File: config.mk
export PLATFORM = sky130hd
export DESIGN_NAME = ccfb_bank
export DESIGN_NICKNAME = d
export VERILOG_FILES = /design/src/core/ccfb_bank.v
export VERILOG_INCLUDE_DIRS = /design/src /design/src/core
export SDC_FILE = /design/constraint.sdc
export NUM_CORES = 1
export LEC_CHECK = 0
export BUFFER_PORTS_ARGS = -buffer_cell sky130_fd_sc_hd__buf_2
export CAP_MARGIN = 15
export CELL_PAD_IN_SITES_DETAIL_PLACEMENT = 1
export CELL_PAD_IN_SITES_GLOBAL_PLACEMENT = 2
export CORE_ASPECT_RATIO = 1.1
export CORE_MARGIN = 1
export CORE_UTILIZATION = 30
export DETAILED_ROUTE_END_ITERATION = 8
export PLACE_DENSITY_LB_ADDON = 0.25
export REMOVE_ABC_BUFFERS = 1
export SLEW_MARGIN = 40
export SYNTH_ARGS = -nofsm -noshare
export SYNTH_HDL_FRONTEND = slang
export SYNTH_SLANG_ARGS = --single-unit
File: constraint.sdc
create_clock -name CLK -period 3.2 [get_ports CLK]
set_input_delay 0.16 -clock CLK [delete_from_list [all_inputs] [get_ports CLK]]
set_output_delay 0.16 -clock CLK [all_outputs]
set_load 0.05 [all_outputs]
File: src/core/ccfb_consts.vh
// Constants for the control flag bank: offsets, field positions, masks.
// Assumes inclusion by bare name from the bank module.
`ifndef CCFB_CONSTS_VH
`define CCFB_CONSTS_VH
// ----------------------------------------
// Register offsets
// ----------------------------------------
`define CCFB_OFS_SYSCTL 5'h00
`define CCFB_OFS_PAGEBASE 5'h03
`define CCFB_OFS_EXTCTL 5'h04
`define CCFB_OFS_ALIAS_A 5'h14
`define CCFB_OFS_ALIAS_B 5'h15
`define CCFB_OFS_DSTAT 5'h16
`define CCFB_OFS_BPCTL 5'h17
// ----------------------------------------
// Extension control fields
// ----------------------------------------
`define CCFB_EXT_V86 0
`define CCFB_EXT_PVI 1
`define CCFB_EXT_TSD 2
`define CCFB_EXT_DBG 3
`define CCFB_EXT_LPG 4
`define CCFB_EXT_WPA 5
`define CCFB_EXT_HWE 6
`define CCFB_EXT_GPG 7
`define CCFB_EXT_PMC 8
`define CCFB_EXT_OSS 9
`define CCFB_EXT_OSF 10
`define CCFB_EXT_MASK 32'h000007FF
`define CCFB_EXT_RST 32'h00000000
// ----------------------------------------
// System control and page base fields
// ----------------------------------------
`define CCFB_SYS_NE 5
`define CCFB_SYS_WP 16
`define CCFB_SYS_AM 18
`define CCFB_SYS_NW 29
`define CCFB_SYS_CD 30
`define CCFB_SYS_PG 31
`define CCFB_SYS_RST 32'h00000000
`define CCFB_PB_PWT 3
`define CCFB_PB_PCD 4
`define CCFB_PB_RST 32'h00000000
// ----------------------------------------
// Debug fields
// ----------------------------------------
`define CCFB_BP_TYPE_LSB 16
`define CCFB_BP_CTL_MASK 32'hFFFF27FF
`define CCFB_BP_RST 32'h00000000
`define CCFB_DS_MASK 32'hFFFFEFFF
`define CCFB_DS_RST 32'h00000000
`define CCFB_BT_EXEC 2'h0
`define CCFB_BT_WR 2'h1
`define CCFB_BT_IO 2'h2
`define CCFB_BT_RW 2'h3
`endif

File: src/core/ccfb_bank.v
// Processor control and debug flag bank with a plain register port.
// Assumes one 20 MHz clock and inputs synchronous to it.
//
// Decided for this implementation: the register offsets and the strobed register port.
`timescale 1ns/1ps
`include "ccfb_consts.vh"

module ccfb_bank (
   // Clock and reset
   input wire CLK,
   input wire RESET_N,
   // Register port
   input wire [4:0] ADDR,
   input wire [31:0] WDATA,
   input wire WR,
   input wire RD,
   output reg [31:0] RDATA,
   output reg UD_FAULT,
   // Execution events
   input wire [1:0] CPL,
   input wire PMC_REQ,
   input wire TSC_REQ,
   output reg PMC_GRANT,
   output reg PMC_REFUSE,
   output reg TSC_GRANT,
   output reg TSC_REFUSE,
   input wire TASK_SWITCH,
   output reg TLB_FLUSH,
   output reg TLB_KEEP_GLOBAL,
   input wire HW_ERROR,
   output reg MC_EXCEPTION,
   input wire FP_ERROR,
   output reg FP_FAULT_REPORT,
   input wire ALIGNMENT_CHECK_FLAG,
   output reg ALIGN_CHECK_ON,
   input wire DESC_LOAD,
   input wire DESC_ACCESSED,
   output reg LOCKED_RMW,
   // Bus cycle and external cache pins
   input wire NONPAGED_CYCLE,
   output reg EXT_CACHE_OFF_PIN_N,
   output reg EXT_WRITETHROUGH_PIN_N,
   // Mode levels
   output reg WIDE_PHYS_ADDRESS,
   output reg PAGE_4M_OK,
   output reg PAGE_2M_OK,
   output reg V86_IRQ_EXTENSIONS,
   output reg PROT_MODE_VIRTUAL_IRQ,
   output reg OS_SIMD_FAULT_SUPPORT,
   output reg OS_STATE_SAVE_SUPPORT,
   output reg WRITE_PROTECT_ON,
   output reg CACHE_ENABLE,
   output reg WRITE_THROUGH_ON,
   output reg INVAL_CYCLES_ON,
   // Breakpoints
   input wire [3:0] BP_HIT,
   output reg [3:0] BP_ON_EXEC,
   output reg [3:0] BP_ON_WRITE,
   output reg [3:0] BP_ON_RW,
   output reg [3:0] BP_ON_IO,
   output reg [3:0] BP_UNDEFINED
);

   // ----------------------------------------
   // Registers
   // ----------------------------------------
   reg [31:0] sysctl_r;
   reg [31:0] pagebase_r;
   reg [31:0] extctl_r;
   reg [31:0] dstat_r;
   reg [31:0] bpctl_r;
   reg [31:0] dstat_nxt;
   reg [31:0] rd_nxt;
   wire dbg_ext;
   wire alias_hit;
   wire wr_sys;
   wire wr_pb;
   wire wr_ext;
   wire wr_ds;
   wire wr_bp;
   wire flush_evt;
   wire pmc_ok;
   wire tsc_ok;
   wire pins_live;
   reg [31:0] rdata_nxt;
   reg ud_fault_nxt;
   reg pmc_grant_nxt;
   reg pmc_refuse_nxt;
   reg tsc_grant_nxt;
   reg tsc_refuse_nxt;
   reg tlb_flush_nxt;
   reg tlb_keep_global_nxt;
   reg mc_exception_nxt;
   reg fp_fault_report_nxt;
   reg locked_rmw_nxt;
   reg ext_cache_off_pin_n_nxt;
   reg ext_writethrough_pin_n_nxt;
   reg wide_phys_address_nxt;
   reg page_4m_ok_nxt;
   reg page_2m_ok_nxt;
   reg v86_irq_extensions_nxt;
   reg prot_mode_virtual_irq_nxt;
   reg os_simd_fault_support_nxt;
   reg os_state_save_support_nxt;
   reg write_protect_on_nxt;
   reg cache_enable_nxt;
   reg write_through_on_nxt;
   reg inval_cycles_on_nxt;
   reg align_check_on_nxt;

   assign dbg_ext = extctl_r[`CCFB_EXT_DBG];
   assign alias_hit = (ADDR == `CCFB_OFS_ALIAS_A) || (ADDR == `CCFB_OFS_ALIAS_B);
   assign wr_sys = WR && (ADDR == `CCFB_OFS_SYSCTL);
   assign wr_pb = WR && (ADDR == `CCFB_OFS_PAGEBASE);
   assign wr_ext = WR && (ADDR == `CCFB_OFS_EXTCTL);
   assign wr_ds = WR && ((ADDR == `CCFB_OFS_DSTAT) ||
      (!dbg_ext && ADDR == `CCFB_OFS_ALIAS_A));
   assign wr_bp = WR && ((ADDR == `CCFB_OFS_BPCTL) ||
      (!dbg_ext && ADDR == `CCFB_OFS_ALIAS_B));
   assign flush_evt = TASK_SWITCH || wr_pb;
   assign pmc_ok = extctl_r[`CCFB_EXT_PMC] || (CPL == 2'h0);
   assign tsc_ok = !extctl_r[`CCFB_EXT_TSD] || (CPL == 2'h0);
   assign pins_live = sysctl_r[`CCFB_SYS_PG] && NONPAGED_CYCLE;

   // ----------------------------------------
   // Debug status next value
   // ----------------------------------------
   always @* begin
      dstat_nxt = dstat_r;
      if (wr_ds) begin
         dstat_nxt = WDATA & `CCFB_DS_MASK;
      end
      dstat_nxt[3:0] = dstat_nxt[3:0] | BP_HIT;
   end

   // ----------------------------------------
   // Read mux
   // ----------------------------------------
   always @* begin
      rd_nxt = 32'h00000000;
      case (ADDR)
         `CCFB_OFS_SYSCTL: begin
            rd_nxt = sysctl_r;
         end
         `CCFB_OFS_PAGEBASE: begin
            rd_nxt = pagebase_r;
         end
         `CCFB_OFS_EXTCTL: begin
            rd_nxt = extctl_r;
         end
         `CCFB_OFS_DSTAT: begin
            rd_nxt = dstat_r;
         end
         `CCFB_OFS_BPCTL: begin
            rd_nxt = bpctl_r;
         end
         `CCFB_OFS_ALIAS_A: begin
            rd_nxt = dbg_ext ? 32'h00000000 : dstat_r;
         end
         `CCFB_OFS_ALIAS_B: begin
            rd_nxt = dbg_ext ? 32'h00000000 : bpctl_r;
         end
         default: begin
            rd_nxt = 32'h00000000;
         end
      endcase
   end

   // ----------------------------------------
   // Register port answer
   // ----------------------------------------
   always @* begin
      rdata_nxt = 32'h00000000;
      ud_fault_nxt = 1'h0;
      if (RD) begin
         rdata_nxt = rd_nxt;
      end
      if ((RD || WR) && alias_hit && dbg_ext) begin
         ud_fault_nxt = 1'h1;
      end
   end

   // ----------------------------------------
   // Register writes
   // ----------------------------------------
   always @(posedge CLK or negedge RESET_N) begin
      if (!RESET_N) begin
         sysctl_r <= `CCFB_SYS_RST;
         pagebase_r <= `CCFB_PB_RST;
         extctl_r <= `CCFB_EXT_RST;
         dstat_r <= `CCFB_DS_RST;
         bpctl_r <= `CCFB_BP_RST;
         RDATA <= 32'h00000000;
         UD_FAULT <= 1'b0;
      end else begin
         if (wr_sys) begin
            sysctl_r <= WDATA;
         end
         if (wr_pb) begin
            pagebase_r <= WDATA;
         end
         if (wr_ext) begin
            extctl_r <= WDATA & `CCFB_EXT_MASK;
         end
         dstat_r <= dstat_nxt;
         if (wr_bp) begin
            bpctl_r <= WDATA & `CCFB_BP_CTL_MASK;
         end
         RDATA <= rdata_nxt;
         UD_FAULT <= ud_fault_nxt;
      end
   end

   // ----------------------------------------
   // Event responses, next values
   // ----------------------------------------
   always @* begin
      pmc_grant_nxt = PMC_REQ && pmc_ok;
      pmc_refuse_nxt = PMC_REQ && !pmc_ok;
      tsc_grant_nxt = TSC_REQ && tsc_ok;
      tsc_refuse_nxt = TSC_REQ && !tsc_ok;
      tlb_flush_nxt = flush_evt;
      tlb_keep_global_nxt = flush_evt && extctl_r[`CCFB_EXT_GPG];
      mc_exception_nxt = HW_ERROR && extctl_r[`CCFB_EXT_HWE];
      fp_fault_report_nxt = FP_ERROR && sysctl_r[`CCFB_SYS_NE];
      locked_rmw_nxt = DESC_LOAD && !DESC_ACCESSED;
   end

   // ----------------------------------------
   // Privilege checks and event responses
   // ----------------------------------------
   always @(posedge CLK or negedge RESET_N) begin
      if (!RESET_N) begin
         PMC_GRANT <= 1'b0;
         PMC_REFUSE <= 1'b0;
         TSC_GRANT <= 1'b0;
         TSC_REFUSE <= 1'b0;
         TLB_FLUSH <= 1'b0;
         TLB_KEEP_GLOBAL <= 1'b0;
         MC_EXCEPTION <= 1'b0;
         FP_FAULT_REPORT <= 1'b0;
         LOCKED_RMW <= 1'b0;
      end else begin
         PMC_GRANT <= pmc_grant_nxt;
         PMC_REFUSE <= pmc_refuse_nxt;
         TSC_GRANT <= tsc_grant_nxt;
         TSC_REFUSE <= tsc_refuse_nxt;
         TLB_FLUSH <= tlb_flush_nxt;
         TLB_KEEP_GLOBAL <= tlb_keep_global_nxt;
         MC_EXCEPTION <= mc_exception_nxt;
         FP_FAULT_REPORT <= fp_fault_report_nxt;
         LOCKED_RMW <= locked_rmw_nxt;
      end
   end

   // ----------------------------------------
   // Mode levels and external pins, next values
   // ----------------------------------------
   always @* begin
      ext_cache_off_pin_n_nxt = 1'h1;
      ext_writethrough_pin_n_nxt = 1'h1;
      if (pins_live) begin
         ext_cache_off_pin_n_nxt = !pagebase_r[`CCFB_PB_PCD];
         ext_writethrough_pin_n_nxt = !pagebase_r[`CCFB_PB_PWT];
      end
      wide_phys_address_nxt = extctl_r[`CCFB_EXT_WPA];
      page_4m_ok_nxt = extctl_r[`CCFB_EXT_LPG] && !extctl_r[`CCFB_EXT_WPA];
      page_2m_ok_nxt = extctl_r[`CCFB_EXT_LPG] && extctl_r[`CCFB_EXT_WPA];
      v86_irq_extensions_nxt = extctl_r[`CCFB_EXT_V86];
      prot_mode_virtual_irq_nxt = extctl_r[`CCFB_EXT_PVI];
      os_simd_fault_support_nxt = extctl_r[`CCFB_EXT_OSF];
      os_state_save_support_nxt = extctl_r[`CCFB_EXT_OSS];
      write_protect_on_nxt = sysctl_r[`CCFB_SYS_WP];
      cache_enable_nxt = !sysctl_r[`CCFB_SYS_CD];
      write_through_on_nxt = !sysctl_r[`CCFB_SYS_NW];
      inval_cycles_on_nxt = !sysctl_r[`CCFB_SYS_NW];
      align_check_on_nxt = sysctl_r[`CCFB_SYS_AM] && ALIGNMENT_CHECK_FLAG;
   end

   // ----------------------------------------
   // Mode levels and external pins
   // ----------------------------------------
   always @(posedge CLK or negedge RESET_N) begin
      if (!RESET_N) begin
         EXT_CACHE_OFF_PIN_N <= 1'b1;
         EXT_WRITETHROUGH_PIN_N <= 1'b1;
         WIDE_PHYS_ADDRESS <= 1'b0;
         PAGE_4M_OK <= 1'b0;
         PAGE_2M_OK <= 1'b0;
         V86_IRQ_EXTENSIONS <= 1'b0;
         PROT_MODE_VIRTUAL_IRQ <= 1'b0;
         OS_SIMD_FAULT_SUPPORT <= 1'b0;
         OS_STATE_SAVE_SUPPORT <= 1'b0;
         WRITE_PROTECT_ON <= 1'b0;
         CACHE_ENABLE <= 1'b0;
         WRITE_THROUGH_ON <= 1'b0;
         INVAL_CYCLES_ON <= 1'b0;
         ALIGN_CHECK_ON <= 1'b0;
      end else begin
         EXT_CACHE_OFF_PIN_N <= ext_cache_off_pin_n_nxt;
         EXT_WRITETHROUGH_PIN_N <= ext_writethrough_pin_n_nxt;
         WIDE_PHYS_ADDRESS <= wide_phys_address_nxt;
         PAGE_4M_OK <= page_4m_ok_nxt;
         PAGE_2M_OK <= page_2m_ok_nxt;
         V86_IRQ_EXTENSIONS <= v86_irq_extensions_nxt;
         PROT_MODE_VIRTUAL_IRQ <= prot_mode_virtual_irq_nxt;
         OS_SIMD_FAULT_SUPPORT <= os_simd_fault_support_nxt;
         OS_STATE_SAVE_SUPPORT <= os_state_save_support_nxt;
         WRITE_PROTECT_ON <= write_protect_on_nxt;
         CACHE_ENABLE <= cache_enable_nxt;
         WRITE_THROUGH_ON <= write_through_on_nxt;
         INVAL_CYCLES_ON <= inval_cycles_on_nxt;
         ALIGN_CHECK_ON <= align_check_on_nxt;
      end
   end

   // ----------------------------------------
   // Breakpoint type decode
   // ----------------------------------------
   genvar gi;
   generate
      for (gi = 0; gi < 4; gi = gi + 1) begin : g_bp
         wire [1:0] bt;
         wire exec_nxt;
         wire write_nxt;
         wire rw_nxt;
         wire io_nxt;
         wire undef_nxt;
         assign bt = bpctl_r[`CCFB_BP_TYPE_LSB + 4 * gi + 1:`CCFB_BP_TYPE_LSB + 4 * gi];
         assign exec_nxt = (bt == `CCFB_BT_EXEC);
         assign write_nxt = (bt == `CCFB_BT_WR);
         assign rw_nxt = (bt == `CCFB_BT_RW);
         assign io_nxt = (bt == `CCFB_BT_IO) && dbg_ext;
         assign undef_nxt = (bt == `CCFB_BT_IO) && !dbg_ext;
         always @(posedge CLK or negedge RESET_N) begin
            if (!RESET_N) begin
               BP_ON_EXEC[gi] <= 1'b0;
               BP_ON_WRITE[gi] <= 1'b0;
               BP_ON_RW[gi] <= 1'b0;
               BP_ON_IO[gi] <= 1'b0;
               BP_UNDEFINED[gi] <= 1'b0;
            end else begin
               BP_ON_EXEC[gi] <= exec_nxt;
               BP_ON_WRITE[gi] <= write_nxt;
               BP_ON_RW[gi] <= rw_nxt;
               BP_ON_IO[gi] <= io_nxt;
               BP_UNDEFINED[gi] <= undef_nxt;
            end
         end
      end
   endgenerate

endmodule

## Word-level counts from Yosys, hierarchy flattened

Index checks and enable logic that the tools add are counted.

| storage, ports and cells | value |
|---|---|
| register bits after elaboration | 209 |
| RAM bits | 0 |
| latch bits | 0 |
| memories | 0 |
| bits in read-only memories | 0 |
| output and inout bits | 76 |
| input bits | 56 |

| cells by class | value |
|---|---|
| shift-type cells | 0 |
| $mul | 0 |
| bitwise operators | 1 |
| mux-type cells | 8 |
| add/sub/neg operators | 0 |
| div/mod/pow operators | 0 |
| equal/unequal tests | 18 |
| reduce and logical (&&, ||, !) cells | 52 |
| $lt $le $gt $ge | 0 |

Operator list:

| cell | number |
|---|---|
| one-hot mux 32 bit (7 select lines) | 1 |
| 2-to-1 mux 32 bit | 3 |
| logical AND 1 bit | 29 |
| == test 5 bit (second input constant) | 4 |
| == test 2 bit (second input constant) | 8 |
| zero test 1 bit | 10 |
| zero test 2 bit | 5 |
| == test 2 x 1 -> 1 bit (second input constant) | 4 |
| logical OR 1 bit | 7 |
| == test 5 x 2 -> 1 bit (second input constant) | 1 |
| == test 5 x 3 -> 1 bit (second input constant) | 1 |
| zero test 5 bit | 1 |
| 2-to-1 mux 4 bit | 1 |
| bitwise OR 4 bit | 1 |
| 2-to-1 mux 1 bit | 3 |

## Longest topological paths before layout

| logic depth | value |
|---|---|
| depth after elaboration | 6 |
| gate-level depth with buffers | 6 |
| depth with buffers taken out | 3 |

## Worst setup path before layout

Ideal clock, no wire load.

| path | value |
|---|---|
| path type | register to register |
| start | register extctl_r[3] |
| end | register bpctl_r[10] |
| slack | 1514 ps |
| library setup time | 125 ps |
| cell stages (with the launch flop) | 5 |
| data required time | 3075 ps |
| path buffers | 1 |
| arrival | 1561 ps |
| cells stage by stage | dfrtp_1 > nor2b_1 > nor4_4 > buf_6 > mux2_2 |

| between the ends | value |
|---|---|
| word-level cells in the longest chain between the ends | 4 |

RTL lines:

| item | RTL line | RTL |
|---|---|---|
| start: declaration | ccfb_bank.v:69 | `reg [31:0] extctl_r;` |
| start signal: assignment | ccfb_bank.v:190 | `` extctl_r <= `CCFB_EXT_RST; `` |
| start signal: assignment | ccfb_bank.v:203 | `` extctl_r <= WDATA & `CCFB_EXT_MASK; `` |
| zero test 1 bit | ccfb_bank.v:119 | `` (!dbg_ext && ADDR == `CCFB_OFS_ALIAS_B)); `` |
| logical AND 1 bit (no source line) | n/a |  |
| logical OR 1 bit | ccfb_bank.v:118 | `` assign wr_bp = WR && ((ADDR == `CCFB_OFS_BPCTL) \|\| `` |
| logical AND 1 bit | ccfb_bank.v:118 |  |
| end signal: assignment | ccfb_bank.v:192 | `` bpctl_r <= `CCFB_BP_RST; `` |
| end signal: assignment | ccfb_bank.v:207 | `` bpctl_r <= WDATA & `CCFB_BP_CTL_MASK; `` |
| end: declaration | ccfb_bank.v:71 | `reg [31:0] bpctl_r;` |

Every way passes these cells.
A chain may end at the register's enable or synchronous reset.

## Final worst setup path

| path | value |
|---|---|
| start | register extctl_r[3] |
| end | register dstat_r[0] |

| between the ends | value |
|---|---|
| word-level cells in the longest chain between the ends | 6 |

RTL lines:

| item | RTL line | RTL |
|---|---|---|
| zero test 1 bit | ccfb_bank.v:117 | `` (!dbg_ext && ADDR == `CCFB_OFS_ALIAS_A)); `` |
| logical AND 1 bit (no source line) | n/a |  |
| logical OR 1 bit | ccfb_bank.v:116 | `` assign wr_ds = WR && ((ADDR == `CCFB_OFS_DSTAT) \|\| `` |
| logical AND 1 bit | ccfb_bank.v:116 |  |
| 2-to-1 mux 4 bit | ccfb_bank.v:130 | `if (wr_ds) begin` |
| bitwise OR 4 bit | ccfb_bank.v:133 | `dstat_nxt[3:0] = dstat_nxt[3:0] \| BP_HIT;` |
| net dstat_nxt[0] | ccfb_bank.v:72 | `reg [31:0] dstat_nxt;` |
| end signal: assignment | ccfb_bank.v:191 | `` dstat_r <= `CCFB_DS_RST; `` |
| end signal: assignment | ccfb_bank.v:205 | `dstat_r <= dstat_nxt;` |
| end: declaration | ccfb_bank.v:70 | `reg [31:0] dstat_r;` |

The timed path passes the listed nets, and every way through them passes these cells.

==> flow_summary.toml <==
[clock_tree]
cts_tree = "done"
cts.repair.resized = 0
cts_max_level = 1
ctsHoldBuffers = 51
clk_pin_slew_ns = 0.06
clk_root_buffer_cell = "clkbuf_16"
cts.sinks = 209
clk_latency_ns = 0.50
numCtsBuffers = 23
clock_path_buffers = 3
cts_setup_buffers = 0

[cells_and_area]
fillers = 2962
drive_gt1_share_pct = 43.65
layout_common_cells = "207 x dfrtp_1, 163 x mux2_2, 129 x buf_2"
fin_nets = 867
area_delta_synth_final_pct = 27.97
antenna_cells = 0
layout_commonest_cell = "dfrtp_1"

[yosys]
synth_ff_type = "dfrtp_1"
syn-mean-instance-area_um2 = 13.65
synth_top_family_by_area = "multiplexers"
synth_xor_xnor_area_share_pct = 0
yosys_warnings = 0
ys_ff_latch = 209
synth_area_um2 = 8626
async_reset_ff_share_pct = 100.0
synth_cell_types = 32
synthCells = 632
synth-compound-area-share_pct = 4.555
synth.area.mux_share_pct = 22.53
ys_seq_area_share_pct = 60.66
synth-simple-area-share_pct = 9.588
synth-edff-count = 0
synth_fa_ha_area_share_pct = 0

[timing]
timing.hold.ws_ns = 0.03414
fin_crit_sh_pct = 74.28
setup_tns_ns = 0
finalCriticalPeriod_ns = 2.377
fin_ws_ns = 0.8231
fin_skew_ns = 0.007392
drv_slew = 0
tightest_slew_ns = 0.7977
setup_viol = 0
rsz0062_at_grt = "false"
hold_violations = 0
clock.fmax_mhz = 420.7
slew_headroom_pct = 46.82

[power]
powerDensity_nw_per_um2 = 673.0
irDropWorstVdd_mv = 0.3057
leakagePower_nw = 5.125

[worst_setup_path]
r2r_start = "extctl_r[3]$_DFFE_PN0P_"
arrival_ns = 2.81
worstPathRequired_ns = 3.64
worstPathMaxFanout = 17
startpoint = "extctl_r[3]$_DFFE_PN0P_"
worst_r2r_endpoint = "dstat_r[0]$_DFF_PN0_"
crit_type = "register to register"
reg2reg_slack_ns = 0.82
start_kind = "register"
r2r_cells = 5
worstSetupEndpointType = "register"
endpoint = "dstat_r[0]$_DFF_PN0_"

[drt]
m1WireLength_um = 9686
vias_per_cell = 4.798
top_layer = "met4"
vias = 5710
route.met2.wl_um = 12440
wl_per_cell_um = 19.52
antenna_left = 0
dr_wl_met3_um = 711
drt-total-wl_um = 23230
drc_errors = 0
first_pass_iters = 4
dr.first_iter.drc_count = 178

[place]
place_ws_ns = 1.056
gp_congestion = 0.7148
io_buffers = 131
hpwl_um = 14690

[floorplanning]
rows = 64
core_area_um2 = 28030
initial_utilization_pct = 30.78
dieArea_um2 = 29440
num_io_pins = 132
dieWidth_um = 163.7
die_h_um = 179.8

[grt]
antenna_found_initial = 0
grt-ovfl-total = 0
grt_use_total_pct = 16.34
grt_pass1_wl_um = 37510
grt_pass1_vias = 6499
grt_max_degree = 89

[worst_hold_path]
hp-class = "primary input to register"

[run]
drv_cap = 0

[run_status]
status = "completed"
==> flip-flops by register name, summed over array words and instances (netlist names), 4 cells and up <==
| register | cells |
|---|---|
| bpctl_r | 28 |
| sysctl_r | 32 |
| BP_ON_RW | 4 |
| BP_UNDEFINED | 4 |
| dstat_r | 31 |
| BP_ON_IO | 4 |
| pagebase_r | 32 |
| BP_ON_EXEC | 4 |
| RDATA | 32 |
| extctl_r | 11 |
| BP_ON_WRITE | 4 |
==> how the worst min path moves through the flow <==
stage / startpoint / to / cells past startpoint
final: RD / UD_FAULT$_DFF_PN0_ / 3
after global routing: RD / UD_FAULT$_DFF_PN0_ / 3
after CTS: RD / UD_FAULT$_DFF_PN0_ / 3
after detailed placement: RESET_N / pagebase_r[19]$_DFFE_PN0P_ / 1
after global placement: RESET_N / pagebase_r[19]$_DFFE_PN0P_ / 1
after floorplan: RESET_N / ALIGN_CHECK_ON$_DFF_PN0_ / 0
==> per-stage QoR <==
step	utilization [%]	area, um^2	power (W)	std cells
3_3_place_gp	34.66	9713	0.004563	1098
6_report	39.38	11040	0.007429	1190
3_5_place_dp	34.67	9718	0.004652	1098
5_1_grt	39.38	11040	0.007784	1190
2_1_floorplan	-	8418	0.004179	587
4_1_cts	39.38	11040	0.007551	1190
==> kinds of logic (layout without fill, tap and decap cells) <==
family          after synthesis  count (layout)
flops                       209             209
mux                         173             173
simple gates                132             132
compound gates               67              67
buf+inv                      51             246
==> critical path, cell delays in order, from the launching register on <==
cell	delay, ns
dfrtp_1	0.60
nor2b_1	0.30
nor4_4	0.27
buf_4	0.35
mux2i_1	0.22
dlygate4sd3_1	0.56
==> cell usage after synthesis (3+ instances only) <==
library cell	n	area (um^2)
nor2b_1	8	50.05
and3b_1	6	52.55
and2_1	9	56.30
inv_1	6	22.52
buf_1	4	15.01
and3_1	20	125.1
nand4_1	3	18.77
clkbuf_1	24	90.09
o21ai_0	21	105.1
nor2_1	17	63.81
a32oi_1	11	96.34
buf_2	13	65.06
nor3b_1	25	187.7
mux2_1	6	67.56
nand3_1	33	165.2
mux2_2	163	1836
mux2i_1	4	40.04
dfrtp_1	207	5180
a21oi_1	32	160.2
==> report_power, final <==
group	switching, W	total [W]	internal, W
sequential	0.000246	0.00333	0.00308
combinational	0.000739	0.00130	0.000562
clock	0.00105	0.00280	0.00175
total	0.00203	0.00743	0.00540
==> final cells by class <==
class | instances | area, um^2 | area share, %
clock buffer | 30 | 651.9 | 5.906
clock inverter | 11 | 157.7 | 1.428
inverter | 6 | 22.52 | 0.2040
multi-input combinational | 372 | 3201 | 29.00
sequential | 209 | 5233 | 47.40
tap | 363 | 454.2 | 4.115
timing repair buffer | 199 | 1319 | 11.95
==> metal layers <==
layer  up-vias  track usage, %
met5         -               0
met3        27           2.054
met4         0           3.926
met2       101           29.90
li1       2618               -
met1      2964           20.08
No activity file was read; power rests on OpenSTA's default activity.
